==> config.mk <==
export PLATFORM = sky130hd
export DESIGN_NAME = hps_slot_ctl
export DESIGN_NICKNAME = d
export VERILOG_FILES = /design/src/hdl/hps_pkg.sv /design/src/hdl/hps_debounce.sv /design/src/hdl/hps_fault_timer.sv /design/src/hdl/hps_slot_ctl.sv
export SDC_FILE = /design/constraint.sdc
export NUM_CORES = 1
export LEC_CHECK = 0
export BUFFER_PORTS_ARGS = -buffer_cell sky130_fd_sc_hd__buf_2
export CAP_MARGIN = 20
export CORE_ASPECT_RATIO = 0.9
export CORE_UTILIZATION = 59
export DETAILED_ROUTE_END_ITERATION = 7
export PLACE_DENSITY_LB_ADDON = 0.15
export SYNTH_ARGS = -nofsm -noshare
export SYNTH_HDL_FRONTEND = slang
export SYNTH_SLANG_ARGS = --single-unit
==> constraint.sdc <==
create_clock -name clock -period 6.5 [get_ports clock]
set_input_delay 0.975 -clock clock [delete_from_list [all_inputs] [get_ports clock]]
set_output_delay 0.975 -clock clock [all_outputs]
set_load 0.02 [all_outputs]
==> src/hdl/hps_pkg.sv <==
// Shared constants and carriers for the dual-slot hot plug fault control.
// Assumes a single 50 MHz clock and one asynchronous active-high reset.
package hps_pkg;

    // ------------------------------------------------------------------
    // Timing
    // ------------------------------------------------------------------
    localparam int unsigned CLOCK_PERIOD_NS = 20;
    localparam int unsigned TICK_PERIOD_NS = 1000;
    localparam int unsigned TICK_CYCLES =
        (TICK_PERIOD_NS + CLOCK_PERIOD_NS - 1) / CLOCK_PERIOD_NS;
    localparam int unsigned TICK_W = 8;
    localparam int unsigned DEBOUNCE_MS = 5;
    localparam int unsigned NS_PER_MS = 1000000;
    localparam int unsigned DEBOUNCE_TICKS =
        DEBOUNCE_MS * NS_PER_MS / TICK_PERIOD_NS;
    localparam int unsigned DEBOUNCE_W = 16;
    localparam int unsigned TIMER_W = 16;

    // The removal threshold is applied by the analog low comparator.
    localparam int unsigned LOW_THRESHOLD_MV = 100;

    // ------------------------------------------------------------------
    // Sizes
    // ------------------------------------------------------------------
    localparam int unsigned NUM_SLOTS = 2;
    localparam int unsigned GPI_PER_SLOT = 2;

    // ------------------------------------------------------------------
    // Carriers
    // ------------------------------------------------------------------
    typedef struct packed {
        logic main_power_enable;
        logic aux_power_enable;
        logic slot_override_on_n;
        logic slot_general_input_1;
        logic slot_general_input_2;
        logic sense_low_12v_trip;
        logic sense_low_3v3_trip;
        logic aux_over_current;
        logic main_under_voltage;
        logic aux_under_voltage;
        logic main_in_range;
        logic aux_in_range;
        logic all_below_low;
    } hps_pins_s;

    localparam hps_pins_s PINS_RESET = '{slot_override_on_n: 1'b1,
                                         default: 1'b0};

    typedef struct packed {
        logic main_on;
        logic aux_on;
        logic main_fault;
        logic aux_fault;
        logic override_active;
        logic power_good;
        logic power_off;
        logic thermal_off;
    } hps_state_s;

    localparam hps_state_s STATE_RESET = '{default: 1'b0};

endpackage

==> src/hdl/hps_debounce.sv <==
// Contact debounce filter for one general input.
// Assumes the input is already synchronised and tick is a one-cycle pulse.
`timescale 1ns/1ns
`default_nettype none

module hps_debounce #(
    parameter int unsigned WINDOW_TICKS = hps_pkg::DEBOUNCE_TICKS
) (
    // Clock and reset
    input wire logic clock,
    input wire logic rst,
    // Sampling
    input wire logic tick,
    input wire logic level_in,
    // Filtered level
    output logic level_out
);
    import hps_pkg::*;

    localparam logic [DEBOUNCE_W-1:0] LAST =
        DEBOUNCE_W'(WINDOW_TICKS - 1);

    logic [DEBOUNCE_W-1:0] count_q;

    // A bounce back to the old level restarts the window.
    always_ff @(posedge clock or posedge rst)
    begin
        if (rst)
            count_q <= '0;
        else if (level_in == level_out)
            count_q <= '0;
        else if (tick && count_q != LAST)
            count_q <= count_q + 1'b1;
    end

    always_ff @(posedge clock or posedge rst)
    begin
        if (rst)
            level_out <= 1'b0;
        else if (tick && level_in != level_out && count_q == LAST)
            level_out <= level_in;
    end

endmodule
`default_nettype wire

==> src/hdl/hps_fault_timer.sv <==
// Fault timer for one slot: counts ticks while a fault event persists.
// Assumes tick is a one-cycle pulse and limit is held steady by the host.
`timescale 1ns/1ns
`default_nettype none

module hps_fault_timer #(
    parameter int unsigned WIDTH = hps_pkg::TIMER_W
) (
    // Clock and reset
    input wire logic clock,
    input wire logic rst,
    // Timing
    input wire logic tick,
    input wire logic [WIDTH-1:0] limit,
    // Event and result
    input wire logic event_active,
    output logic expired
);
    import hps_pkg::*;

    logic [WIDTH-1:0] count_q;

    // The count drops at once when the event ends, like a fast discharge.
    always_ff @(posedge clock or posedge rst)
    begin
        if (rst)
            count_q <= '0;
        else if (!event_active)
            count_q <= '0;
        else if (tick && count_q < limit)
            count_q <= count_q + 1'b1;
    end

    always_ff @(posedge clock or posedge rst)
    begin
        if (rst)
            expired <= 1'b0;
        else
            expired <= event_active && (count_q >= limit);
    end

endmodule
`default_nettype wire

==> src/hdl/hps_slot_ctl.sv <==
// Dual-slot hot plug enable, fault, override and status logic.
// Assumes analog comparators deliver asynchronous levels on the pins.
`timescale 1ns/1ns
`default_nettype none

module hps_slot_ctl #(
    parameter int unsigned DEBOUNCE_TICKS = hps_pkg::DEBOUNCE_TICKS,
    parameter int unsigned TIMER_WIDTH = hps_pkg::TIMER_W
) (
    // Clock and reset
    input wire logic clock,
    input wire logic rst,
    // Slot pins and comparators
    input wire hps_pkg::hps_pins_s [hps_pkg::NUM_SLOTS-1:0] slot_pins,
    input wire logic thermal_shutdown,
    // Host control
    input wire logic [hps_pkg::NUM_SLOTS-1:0] override_inhibit,
    input wire logic [hps_pkg::NUM_SLOTS-1:0][TIMER_WIDTH-1:0]
        fault_timer_cap,
    // Power switch enables
    output logic [hps_pkg::NUM_SLOTS-1:0] main_power_on,
    output logic [hps_pkg::NUM_SLOTS-1:0] aux_slot_output,
    // Open-drain indicator pins
    output logic [hps_pkg::NUM_SLOTS-1:0] slot_fault_n,
    output logic [hps_pkg::NUM_SLOTS-1:0] slot_fault_n_oe_n,
    output logic [hps_pkg::NUM_SLOTS-1:0] slot_power_good_n,
    output logic [hps_pkg::NUM_SLOTS-1:0] slot_power_good_n_oe_n,
    // Host status
    output hps_pkg::hps_state_s [hps_pkg::NUM_SLOTS-1:0] slot_state_reg,
    output logic [hps_pkg::NUM_SLOTS*hps_pkg::GPI_PER_SLOT-1:0]
        common_status
);
    import hps_pkg::*;

    localparam logic [TICK_W-1:0] TICK_LAST = TICK_W'(TICK_CYCLES - 1);

    // ------------------------------------------------------------------
    // Input synchronisers
    // ------------------------------------------------------------------
    hps_pins_s [NUM_SLOTS-1:0] pins_meta_q;
    hps_pins_s [NUM_SLOTS-1:0] pins_q;
    logic thermal_meta_q;
    logic thermal_q;

    always_ff @(posedge clock or posedge rst)
    begin
        if (rst)
        begin
            pins_meta_q <= {NUM_SLOTS{PINS_RESET}};
            pins_q <= {NUM_SLOTS{PINS_RESET}};
        end
        else
        begin
            pins_meta_q <= slot_pins;
            pins_q <= pins_meta_q;
        end
    end

    always_ff @(posedge clock or posedge rst)
    begin
        if (rst)
        begin
            thermal_meta_q <= 1'b0;
            thermal_q <= 1'b0;
        end
        else
        begin
            thermal_meta_q <= thermal_shutdown;
            thermal_q <= thermal_meta_q;
        end
    end

    // ------------------------------------------------------------------
    // Microsecond tick
    // ------------------------------------------------------------------
    // One slow enable serves both the debounce and the fault timers, so
    // neither needs a wide cycle counter of its own.
    logic [TICK_W-1:0] tick_count_q;
    logic tick_q;

    always_ff @(posedge clock or posedge rst)
    begin
        if (rst)
            tick_count_q <= '0;
        else if (tick_count_q == TICK_LAST)
            tick_count_q <= '0;
        else
            tick_count_q <= tick_count_q + 1'b1;
    end

    always_ff @(posedge clock or posedge rst)
    begin
        if (rst)
            tick_q <= 1'b0;
        else
            tick_q <= (tick_count_q == TICK_LAST);
    end

    // ------------------------------------------------------------------
    // Per-slot logic
    // ------------------------------------------------------------------
    // Independent slot copies.
    for (genvar s = 0; s < NUM_SLOTS; s++)
    begin : g_slot
        logic main_event;
        logic aux_event;
        logic timer_expired;
        logic override_active;
        logic main_fault_q;
        logic aux_fault_q;
        logic main_on_q;
        logic aux_on_q;
        logic fault_drive_q;
        logic good_drive_q;
        logic power_off_q;
        logic gpi_1;
        logic gpi_2;

        // Sense trips as over-current.
        // Events count only while the supply is enabled, since a supply
        // that is off is always under voltage.
        assign main_event = pins_q[s].main_power_enable &&
            (pins_q[s].sense_low_12v_trip || pins_q[s].sense_low_3v3_trip
             || pins_q[s].main_under_voltage || thermal_q);
        assign aux_event = pins_q[s].aux_power_enable &&
            (pins_q[s].aux_over_current || pins_q[s].aux_under_voltage
             || thermal_q);

        hps_fault_timer #(
            .WIDTH(TIMER_WIDTH)
        ) u_timer (
            .clock(clock),
            .rst(rst),
            .tick(tick_q),
            .limit(fault_timer_cap[s]),
            .event_active(main_event || aux_event),
            .expired(timer_expired)
        );

        assign override_active = !pins_q[s].slot_override_on_n &&
            !override_inhibit[s];

        // Latch main fault.
        // A new expiry wins over a clear in the same cycle.
        always_ff @(posedge clock or posedge rst)
        begin
            if (rst)
                main_fault_q <= 1'b0;
            else if (timer_expired && main_event)
                main_fault_q <= 1'b1;
            else if (!pins_q[s].main_power_enable)
                main_fault_q <= 1'b0;
        end

        always_ff @(posedge clock or posedge rst)
        begin
            if (rst)
                aux_fault_q <= 1'b0;
            else if (timer_expired && aux_event)
                aux_fault_q <= 1'b1;
            else if (!pins_q[s].aux_power_enable)
                aux_fault_q <= 1'b0;
        end

        always_ff @(posedge clock or posedge rst)
        begin
            if (rst)
                main_on_q <= 1'b0;
            else
                main_on_q <= pins_q[s].main_power_enable && !thermal_q &&
                    (!(main_fault_q || aux_fault_q) || override_active);
        end

        always_ff @(posedge clock or posedge rst)
        begin
            if (rst)
                aux_on_q <= 1'b0;
            else
                aux_on_q <= pins_q[s].aux_power_enable && !thermal_q &&
                    (!aux_fault_q || override_active);
        end

        always_ff @(posedge clock or posedge rst)
        begin
            if (rst)
                fault_drive_q <= 1'b0;
            else
                fault_drive_q <= main_fault_q || aux_fault_q;
        end

        always_ff @(posedge clock or posedge rst)
        begin
            if (rst)
                good_drive_q <= 1'b0;
            else
                good_drive_q <= main_on_q && aux_on_q &&
                    pins_q[s].main_in_range && pins_q[s].aux_in_range;
        end

        // Safe-removal status.
        // The status follows the comparator while main stays off.
        always_ff @(posedge clock or posedge rst)
        begin
            if (rst)
                power_off_q <= 1'b0;
            else
                power_off_q <= !main_on_q && pins_q[s].all_below_low;
        end

        hps_debounce #(
            .WINDOW_TICKS(DEBOUNCE_TICKS)
        ) u_gpi_1 (
            .clock(clock),
            .rst(rst),
            .tick(tick_q),
            .level_in(pins_q[s].slot_general_input_1),
            .level_out(gpi_1)
        );

        hps_debounce #(
            .WINDOW_TICKS(DEBOUNCE_TICKS)
        ) u_gpi_2 (
            .clock(clock),
            .rst(rst),
            .tick(tick_q),
            .level_in(pins_q[s].slot_general_input_2),
            .level_out(gpi_2)
        );

        assign common_status[s*GPI_PER_SLOT] = gpi_1;
        assign common_status[s*GPI_PER_SLOT+1] = gpi_2;

        assign main_power_on[s] = main_on_q;
        assign aux_slot_output[s] = aux_on_q;

        // Open-drain pins only ever pull low; the enable is active low.
        assign slot_fault_n[s] = 1'b0;
        assign slot_fault_n_oe_n[s] = !fault_drive_q;
        assign slot_power_good_n[s] = 1'b0;
        assign slot_power_good_n_oe_n[s] = !good_drive_q;

        assign slot_state_reg[s].main_on = main_on_q;
        assign slot_state_reg[s].aux_on = aux_on_q;
        assign slot_state_reg[s].main_fault = main_fault_q;
        assign slot_state_reg[s].aux_fault = aux_fault_q;
        assign slot_state_reg[s].override_active = override_active;
        assign slot_state_reg[s].power_good = good_drive_q;
        assign slot_state_reg[s].power_off = power_off_q;
        assign slot_state_reg[s].thermal_off = thermal_q;
    end

endmodule
`default_nettype wire

* Word level (Yosys, flattened, before mapping) *
Cells that the tools add are included.

cells by class
  $add $sub $neg = 7
  multiply operators = 0
  div/mod/pow operators = 0
  order comparisons = 4
  equality and inequality tests = 23
  shift operators = 0
  mux-type cells = 21
  bitwise operators = 0
  reduce and logical (&&, ||, !) cells = 79

operator list
  kind                                              count
  2-to-1 mux 16 bit                                 12
  adder 16 x 1 -> 16 bit (second input constant)    6
  == test 16 x 13 -> 1 bit (second input constant)  4
  != test 16 x 13 -> 1 bit (second input constant)  4
  logical AND 1 bit                                 42
  greater-or-equal comparator 16 bit                2
  < comparator 16 bit                               2
  logical OR 1 bit                                  18
  logical NOT 1 bit                                 15
  adder 8 x 1 -> 8 bit (second input constant)      1
  == test 8 x 6 -> 1 bit (second input constant)    1
  2-to-1 mux 1 bit                                  8
  2-to-1 mux 8 bit                                  1
  != test 2 x 1 -> 1 bit (second input constant)    4
  nonzero test 2 bit                                4
  == test 1 bit                                     4
  != test 1 bit                                     4
  != test 2 bit (second input constant)             2

word-level totals
  flip-flop bits (word level) = 179
  latch bits = 0
  bits in writable memories = 0
  memory bits (read-only) = 0
  input port bits = 63
  output and inout bits = 32
  memories = 0

* Logic depth before layout (Yosys ltp) *
Gate-level depths: netlist (run 1).

  word-level depth = 6
  mapped depth = 10
  gate-level depth less buffers = 8

* Modules after synthesis *
Synthesis (run 1) repeated with hierarchy kept, for this count alone.

second synthesis, totals
  cells, all modules = 866
  area, all modules = 8,804.7 sq um

by module, submodules not included
  module           times used  cells an instance  area each (sq um)  seq. area each (sq um)
  hps_debounce     4           95                 899.6              425.4
  hps_fault_timer  2           156                1,323.8            425.4
  hps_slot_ctl     1           174                2,558.7            1,931.9

* Worst setup path before layout (run 1) *
Ideal clock, no wire load.

  path kind = input to register
  start point = input fault_timer_cap[14] in the netlist's numbering
  end point = register g_slot[0].u_timer.count_q[8]
  library setup time = 0.078 ns
  data arrival time = 2.861 ns
  required time = 6.422 ns
  slack = 3.561 ns
  cell stages on the path = 9
  path buffers = 1
  cell sequence = inv_1 > ha_1 > a21oi_1 > a21boi_0 > a2111oi_1 > nand3_1 > clkbuf_1 > or3_1 > a21oi_1

on the way
  longest elaborated chain between the ends = 3

RTL lines
  element                  line                   text
  from (decl)              hps_slot_ctl.sv:19     fault_timer_cap,
  < comparator 16 bit      hps_fault_timer.sv:30  else if (tick && count_q < limit)
  logical AND 1 bit        hps_fault_timer.sv:30
  != test 2 bit (no line)  n/a
  to (signal assigned)     hps_fault_timer.sv:31  count_q <= count_q + 1'b1;
  to (decl)                hps_fault_timer.sv:21  logic [WIDTH-1:0] count_q;

No other way between the ends.
A chain may end at the register's enable or synchronous reset.

* Final worst setup path (run 1) *
  start point = input fault_timer_cap[14] in the netlist's numbering
  end point = register g_slot[0].u_timer.count_q[15]

The elaborated chain is that of the path after synthesis.

==> key figures, run 1 <==
Worst hold path
  – Hold path start: pins_meta_q[21]$_DFF_PP0_
  – Hold depth: 0
  – Hold Path Class: reg -> reg
  – Hold worst-path end: pins_q[21]$_DFF_PP0_

GRT
  – Initial antenna violation count: 0
  – Largest net degree at the start of global routing: 109
  – GRT Overall Usage: 0.234
  – Vias in the first global route: 5914
  – Grt ovf: 0
  – First-pass GRT wire length: 27.1 mm

Logic synthesis
  – Top cells by area, synth: dfrtp_1, ha_1, xor2_1
  – Distinct cells, synth: 57
  – Post-synth top cells: dfrtp_1, nor2_1, nand2_1
  – Top_reg_cell synth: dfrtp_1
  – Post-synthesis cell area: 8440 sq um
  – Yosys reg bits: 179
  – Sequential fraction of the synthesis area: 0.532
  – Syn avg cell area: 10.5 sq um
  – Synth area leader: dfrtp_1
  – Mapped Cells: 802
  – Post-synth top area share: 0.519
  – Post-synth ARST share: 1.00
  – Number of synthesized flops with an enable pin: 0
  – Syn. warnings: 0
  – Count leader, synth: dfrtp_1

STA
  – Fmax: 0.301 GHz
  – Hold Vio Cnt, Final: 0
  – Clk_skew: 0.00616 ns
  – Tcrit/Tclk final: 0.512
  – Min Tclk post-route: 3.32 ns
  – Max-slew violations: 0
  – TNS Setup: 0 ns
  – Final Setup Violations: 0
  – Worst slew margin: 0.337
  – RSZ-0062 raised after global routing: false
  – Worst-margin pin slew: 0.991 ns

Power
  – Max IR drop VDD: 0.189 mV
  – PwrDens: 239 nW/um^2
  – Lkg Pwr: 4.44 nW

Clock network
  – # H-tree levels: 4
  – Clock slew at reported path FFs: 0.07 ns
  – Clk sinks: 179
  – CTS tree: yes
  – Worst-Skew Late Latency: 0.43 ns
  – Cts hold-fix bufs: 0
  – Setup Fix Bufs, Post-CTS: 0
  – Post-CTS sizing: 0
  – CTS Root Cell: clkbuf_16
  – Clk buf depth: 2
  – TritonCTS Buffers: 17

Drt
  – Wirelength per Cell: 14.5 microns
  – Mean number of vias per cell: 5.52
  – Drt drc: 0
  – DRT iter0 DRCs: 309
  – Vias: 5981
  – Final wirelength: 15.7 mm
  – Antenna viol nets, final: 0
  – DRT Pass-1 Iters: 5

Worst setup path
  – Type of origin of the critical path: input pin
  – WP data required: 6.86 ns
  – Crit path kind: in -> reg
  – FF-to-FF End: g_slot[0].u_timer.count_q[15]$_DFFE_PP0P_
  – Crit. End Element: flip-flop
  – Flop-to-flop setup slack: 3.40 ns
  – WP data arrival: 3.68 ns
  – FF-to-FF path depth: 5
  – RR Startpoint: tick_q$_DFF_PP0_
  – Crit-path max FO: 26

Floorplanning
  – Num rows: 41
  – Chip width: 128 microns
  – Core region area: 14000 sq um
  – Die Height: 115 microns
  – Die area: 14800 sq um
  – Initial core utilization: 0.602
  – Top Ports: 95

Outcome
  – Status: complete, no violations

Cells and area
  – Layout cells sized above 1: 0.170
  – Fillers: 1080
  – Layout area overhead: 12.8%
  – Nets: 980
  – # diodes: 0
  – Final std cells w/o fill: 1083
  – Post-layout util: 0.679

Placed design
  – RePlAce Congestion: 0.808
  – Placed wire-length estimate: 11.2 mm
  – Port buffer count: 90
  – DP Cell Count: 1051

Job
  – Maxcap violations: 0
[power by group]
| part | total [W] | switching [W] | internal [W] |
|---|---|---|---|
| logic | 0.0000916 | 0.0000610 | 0.0000306 |
| clock network | 0.00104 | 0.000435 | 0.000603 |
| registers | 0.00114 | 0.00000896 | 0.00113 |
| total | 0.00227 | 0.000505 | 0.00177 |
[worst max-delay path by stage]
stage | from | to | slack [ns] | depth (start not counted)
3_3_place_gp | fault_timer_cap[14] | g_slot[0].u_timer.count_q[15]$_DFFE_PP0P_ | 2.87 | 9
4_1_cts | fault_timer_cap[14] | g_slot[0].u_timer.count_q[13]$_DFFE_PP0P_ | 3.19 | 9
5_1_grt | fault_timer_cap[14] | g_slot[0].u_timer.count_q[13]$_DFFE_PP0P_ | 2.90 | 9
3_5_place_dp | fault_timer_cap[11] | g_slot[0].u_timer.count_q[13]$_DFFE_PP0P_ | 2.73 | 9
6_report | fault_timer_cap[14] | g_slot[0].u_timer.count_q[15]$_DFFE_PP0P_ | 3.18 | 9
2_1_floorplan | rst | g_slot[0].aux_fault_q$_DFFE_PP0P_ | 0.67 | 1
[worst max-delay path: stages]
cell       delay (ns)
buf_2            0.09
inv_1            0.04
ha_1             0.31
a21oi_1          0.15
a21boi_0         0.12
a2111oi_1        0.48
nand3_1          0.66
or4_1            0.71
a21oi_1          0.15
[layout by cell type (no fill, tap or decap), types with 4 or more instances in the layout]
master	netlist	routed
nand4_1	25	25
ha_1	40	40
or2_2	4	4
o31ai_1	8	8
a21oi_1	49	49
nor2_1	88	88
inv_1	49	48
and3b_1	4	4
or3_1	23	23
and4_1	10	10
nor3_1	9	9
o21ai_0	31	31
mux2_2	4	4
and3_1	15	15
inv_6	0	4
conb_1	1	4
clkbuf_16	0	17
mux2i_1	6	6
xor2_1	38	38
nand2_1	50	50
nand3_1	33	33
buf_2	2	90
xnor2_1	33	33
nor4_1	5	5
dfstp_2	4	4
or4_1	10	10
buf_4	29	7
dfrtp_1	175	175
nor2b_1	6	6
[state kept, by name (all words and copies together), names as in the netlist, 2 cells and up]
| name | flops |
|---|---|
| g_slot.u_timer.expired | 2 |
| pins_meta_q | 26 |
| g_slot.u_gpi_2.count_q | 32 |
| g_slot.power_off_q | 2 |
| g_slot.fault_drive_q | 2 |
| g_slot.u_timer.count_q | 32 |
| g_slot.u_gpi_2.level_out | 2 |
| g_slot.aux_on_q | 2 |
| g_slot.u_gpi_1.count_q | 32 |
| g_slot.aux_fault_q | 2 |
| g_slot.u_gpi_1.level_out | 2 |
| g_slot.good_drive_q | 2 |
| pins_q | 26 |
| tick_count_q | 8 |
| g_slot.main_on_q | 2 |
| g_slot.main_fault_q | 2 |
[metrics by stage]
step | cell area [sq um] | power (W) | hold WS, ns | setup WS [ns]
after detailed placement | 8900 | 0.00126 | 0.335 | 2.73
final | 9510 | 0.00227 | 0.349 | 3.18
after floorplan | 8450 | 0.00122 | 0.331 | 0.673
after global placement | 8890 | 0.00125 | 0.333 | 2.87
after CTS | 9510 | 0.00230 | 0.350 | 3.19
after global routing | 9510 | 0.00236 | 0.354 | 2.90
[layer usage]
| layer | GRT usage | share of wire | up-vias |
|---|---|---|---|
| met5 | 0 | 0 | - |
| met2 | 0.392 | 0.48 | 118 |
| met4 | 0.0831 | 0.016 | 0 |
| met3 | 0.0577 | 0.037 | 25 |
| li1 | - | - | 2906 |
| met1 | 0.299 | 0.46 | 2932 |
[logic make-up (layout without fill, tap and decap cells)]
logic type	after synthesis	count (layout)	share of synthesized area
muxes	10	10	0.0125
buffers and inverters	93	178	0.0565
DFF	179	179	0.532
and+or+nand+nor	297	297	0.184
AOI/OAI and AO/OA	111	111	0.0820
xor gates and xnor gates	71	71	0.0737
adders and majority gates	40	40	0.0593
other	1	4	0.000445
[layout make-up]
type / count / area [sq um] / area share
clock inverter: 12 / 143 / 0.0150
multi-input combinational: 533 / 3490 / 0.366
timing repair buffer: 97 / 503 / 0.0529
inverter: 49 / 189 / 0.0199
sequential: 179 / 4480 / 0.471
tap: 193 / 241 / 0.0254
clock buffer: 20 / 467 / 0.0491
No activity file was read; power rests on OpenSTA's default activity.
==> run 2: changes to the inputs <==
clock period = 3.1 ns   (was 6.5 ns; I/O delays follow)
==> key figures, run 2 (synthesis gave the netlist of run 1 again) <==
Outcome
  – Status: complete, no violations

Clock network
  – TritonCTS Buffers: 17
  – Clk buf depth: 2
  – Clk sinks: 179
  – CTS tree: yes
  – # H-tree levels: 4
  – Worst-Skew Late Latency: 0.43 ns
  – CTS Root Cell: clkbuf_16
  – Clock slew at reported path FFs: 0.07 ns
  – Setup Fix Bufs, Post-CTS: 0

Drt
  – Wirelength per Cell: 15.2 microns
  – Final wirelength: 16.6 mm
  – DRT Pass-1 Iters: 5
  – Antenna viol nets, final: 0
  – DRT iter0 DRCs: 355
  – Drt drc: 0
  – Vias: 6068
  – Mean number of vias per cell: 5.57

STA
  – TNS Setup: 0 ns
  – Min Tclk post-route: 2.80 ns
  – RSZ-0062 raised after global routing: false
  – Hold_ws: 0.132 ns
  – Worst-margin pin slew: 0.685 ns
  – Clk_skew: 0.0107 ns
  – Worst slew margin: 0.539
  – Fmax: 0.358 GHz
  – Tcrit/Tclk final: 0.902
  – Hold Vio Cnt, Final: 0
  – Final Setup Violations: 0
  – Max-slew violations: 0

GRT
  – Grt ovf: 0
  – Initial antenna violation count: 0
  – Vias in the first global route: 6090
  – GRT Overall Usage: 0.245
  – Largest net degree at the start of global routing: 52
  – First-pass GRT wire length: 28.3 mm

Cells and area
  – Most frequent cells in the layout: dfrtp_1, buf_2, nor2_1
  – # diodes: 0
  – Nets: 988
  – Largest regs: g_slot.u_gpi_1.count_q: 32 flops, g_slot.u_gpi_2.count_q: 32 flops, g_slot.u_timer.count_q: 32 flops
  – Layout area overhead: 14.0%
  – Layout cells sized above 1: 0.175
  – Post-layout util: 0.687
  – Most common cell after layout, fill and taps aside: dfrtp_1

Floorplanning
  – Core region area: 14000 sq um
  – Die area: 14800 sq um
  – Chip width: 128 microns
  – Initial core utilization: 0.602
  – Num rows: 41
  – Die Height: 115 microns
  – Top Ports: 95

Worst hold path
  – Hold depth: 1
  – Hold Path Class: in -> reg
  – Hold path start: slot_pins[1]

Worst setup path
  – Crit path kind: reg -> reg
  – Crit-path max FO: 14
  – Crit. End Element: flip-flop
  – FF-to-FF path depth: 8
  – Critical Path Source: g_slot[0].u_timer.count_q[14]$_DFFE_PP0P_
  – Type of origin of the critical path: flip-flop
  – RR Startpoint: g_slot[0].u_timer.count_q[14]$_DFFE_PP0P_
  – WP data arrival: 3.15 ns
  – WP data required: 3.45 ns

Placed design
  – Placed wire-length estimate: 11.8 mm
  – Port buffer count: 90
  – RePlAce Congestion: 0.833

Power
  – Max IR drop VDD: 0.435 mV
  – PwrDens: 498 nW/um^2
  – Lkg Pwr: 4.48 nW
  – PnR Total Power: 0.00479 W

Job
  – Maxcap violations: 0
run 2: stage by stage:
| stage | area [sq um] | cells | worst slack, ns |
|---|---|---|---|
| global route | 9620 | 1090 | 0.0885 |
| global placement | 8980 | 1057 | 0.263 |
| finish | 9620 | 1090 | 0.304 |
| detailed placement | 8980 | 1057 | 0.143 |
| CTS | 9580 | 1088 | 0.284 |
| floorplan | 8450 | 805 | 0.344 |
run 2: power by group:
part | switching (W) | internal, W | leakage [nW] | total, W
Clock | 0.000896 | 0.00129 | 0.282 | 0.00218
Combinational | 0.000131 | 0.0000754 | 1.85 | 0.000206
Sequential | 0.0000205 | 0.00238 | 2.35 | 0.00240
Total | 0.00105 | 0.00374 | 4.48 | 0.00479
run 2: final timing paths:
check	slack, ns	endpoint
worst min register to register	0.35	pins_q[9]$_DFF_PP0_
worst max-delay path	0.30	g_slot[0].u_timer.count_q[3]$_DFFE_PP0P_
worst max register to register	0.30	g_slot[0].u_timer.count_q[3]$_DFFE_PP0P_
max in group asynchronous	1.86	pins_meta_q[10]$_DFF_PP1_
worst min-delay path	0.13	pins_meta_q[1]$_DFF_PP0_
min in group asynchronous	0.50	pins_meta_q[25]$_DFF_PP0_
run 2: worst max-delay path, cell delays in order, from the launching register on:
cell and delay [ns]:
dfrtp_1 0.43, ha_1 0.33, a21oi_1 0.17, a21boi_0 0.15, a2111oi_1 0.58, nand3_2 0.30
buf_4 0.26, or3_1 0.34, a21oi_1 0.15
run 2: layer usage:
metal | part of all wire | up-vias | global-route usage
met1 | 0.46 | 2955 | 0.323
met4 | 0.023 | 0 | 0.0878
met3 | 0.043 | 35 | 0.0568
met2 | 0.48 | 152 | 0.402
met5 | 0 | - | 0
li1 | - | 2926 | -
run 2: area by class of cell:
| cell class | count | area [sq um] |
|---|---|---|
| inverters | 49 | 188 |
| fillers | 1075 | 4390 |
| clock buffers | 19 | 443 |
| multi-input cells | 533 | 3490 |
| flip-flops and latches | 179 | 4480 |
| repair buffers | 105 | 616 |
| well taps | 193 | 241 |
| clock inverters | 12 | 156 |
run 2: what timing repair did:
item                                    in CTS  in global routing
gates resized for setup                      0                  1
hold buffers                                 0                  1
endpoints found under the hold margin        0                  1
endpoints found under the setup margin       0                  2
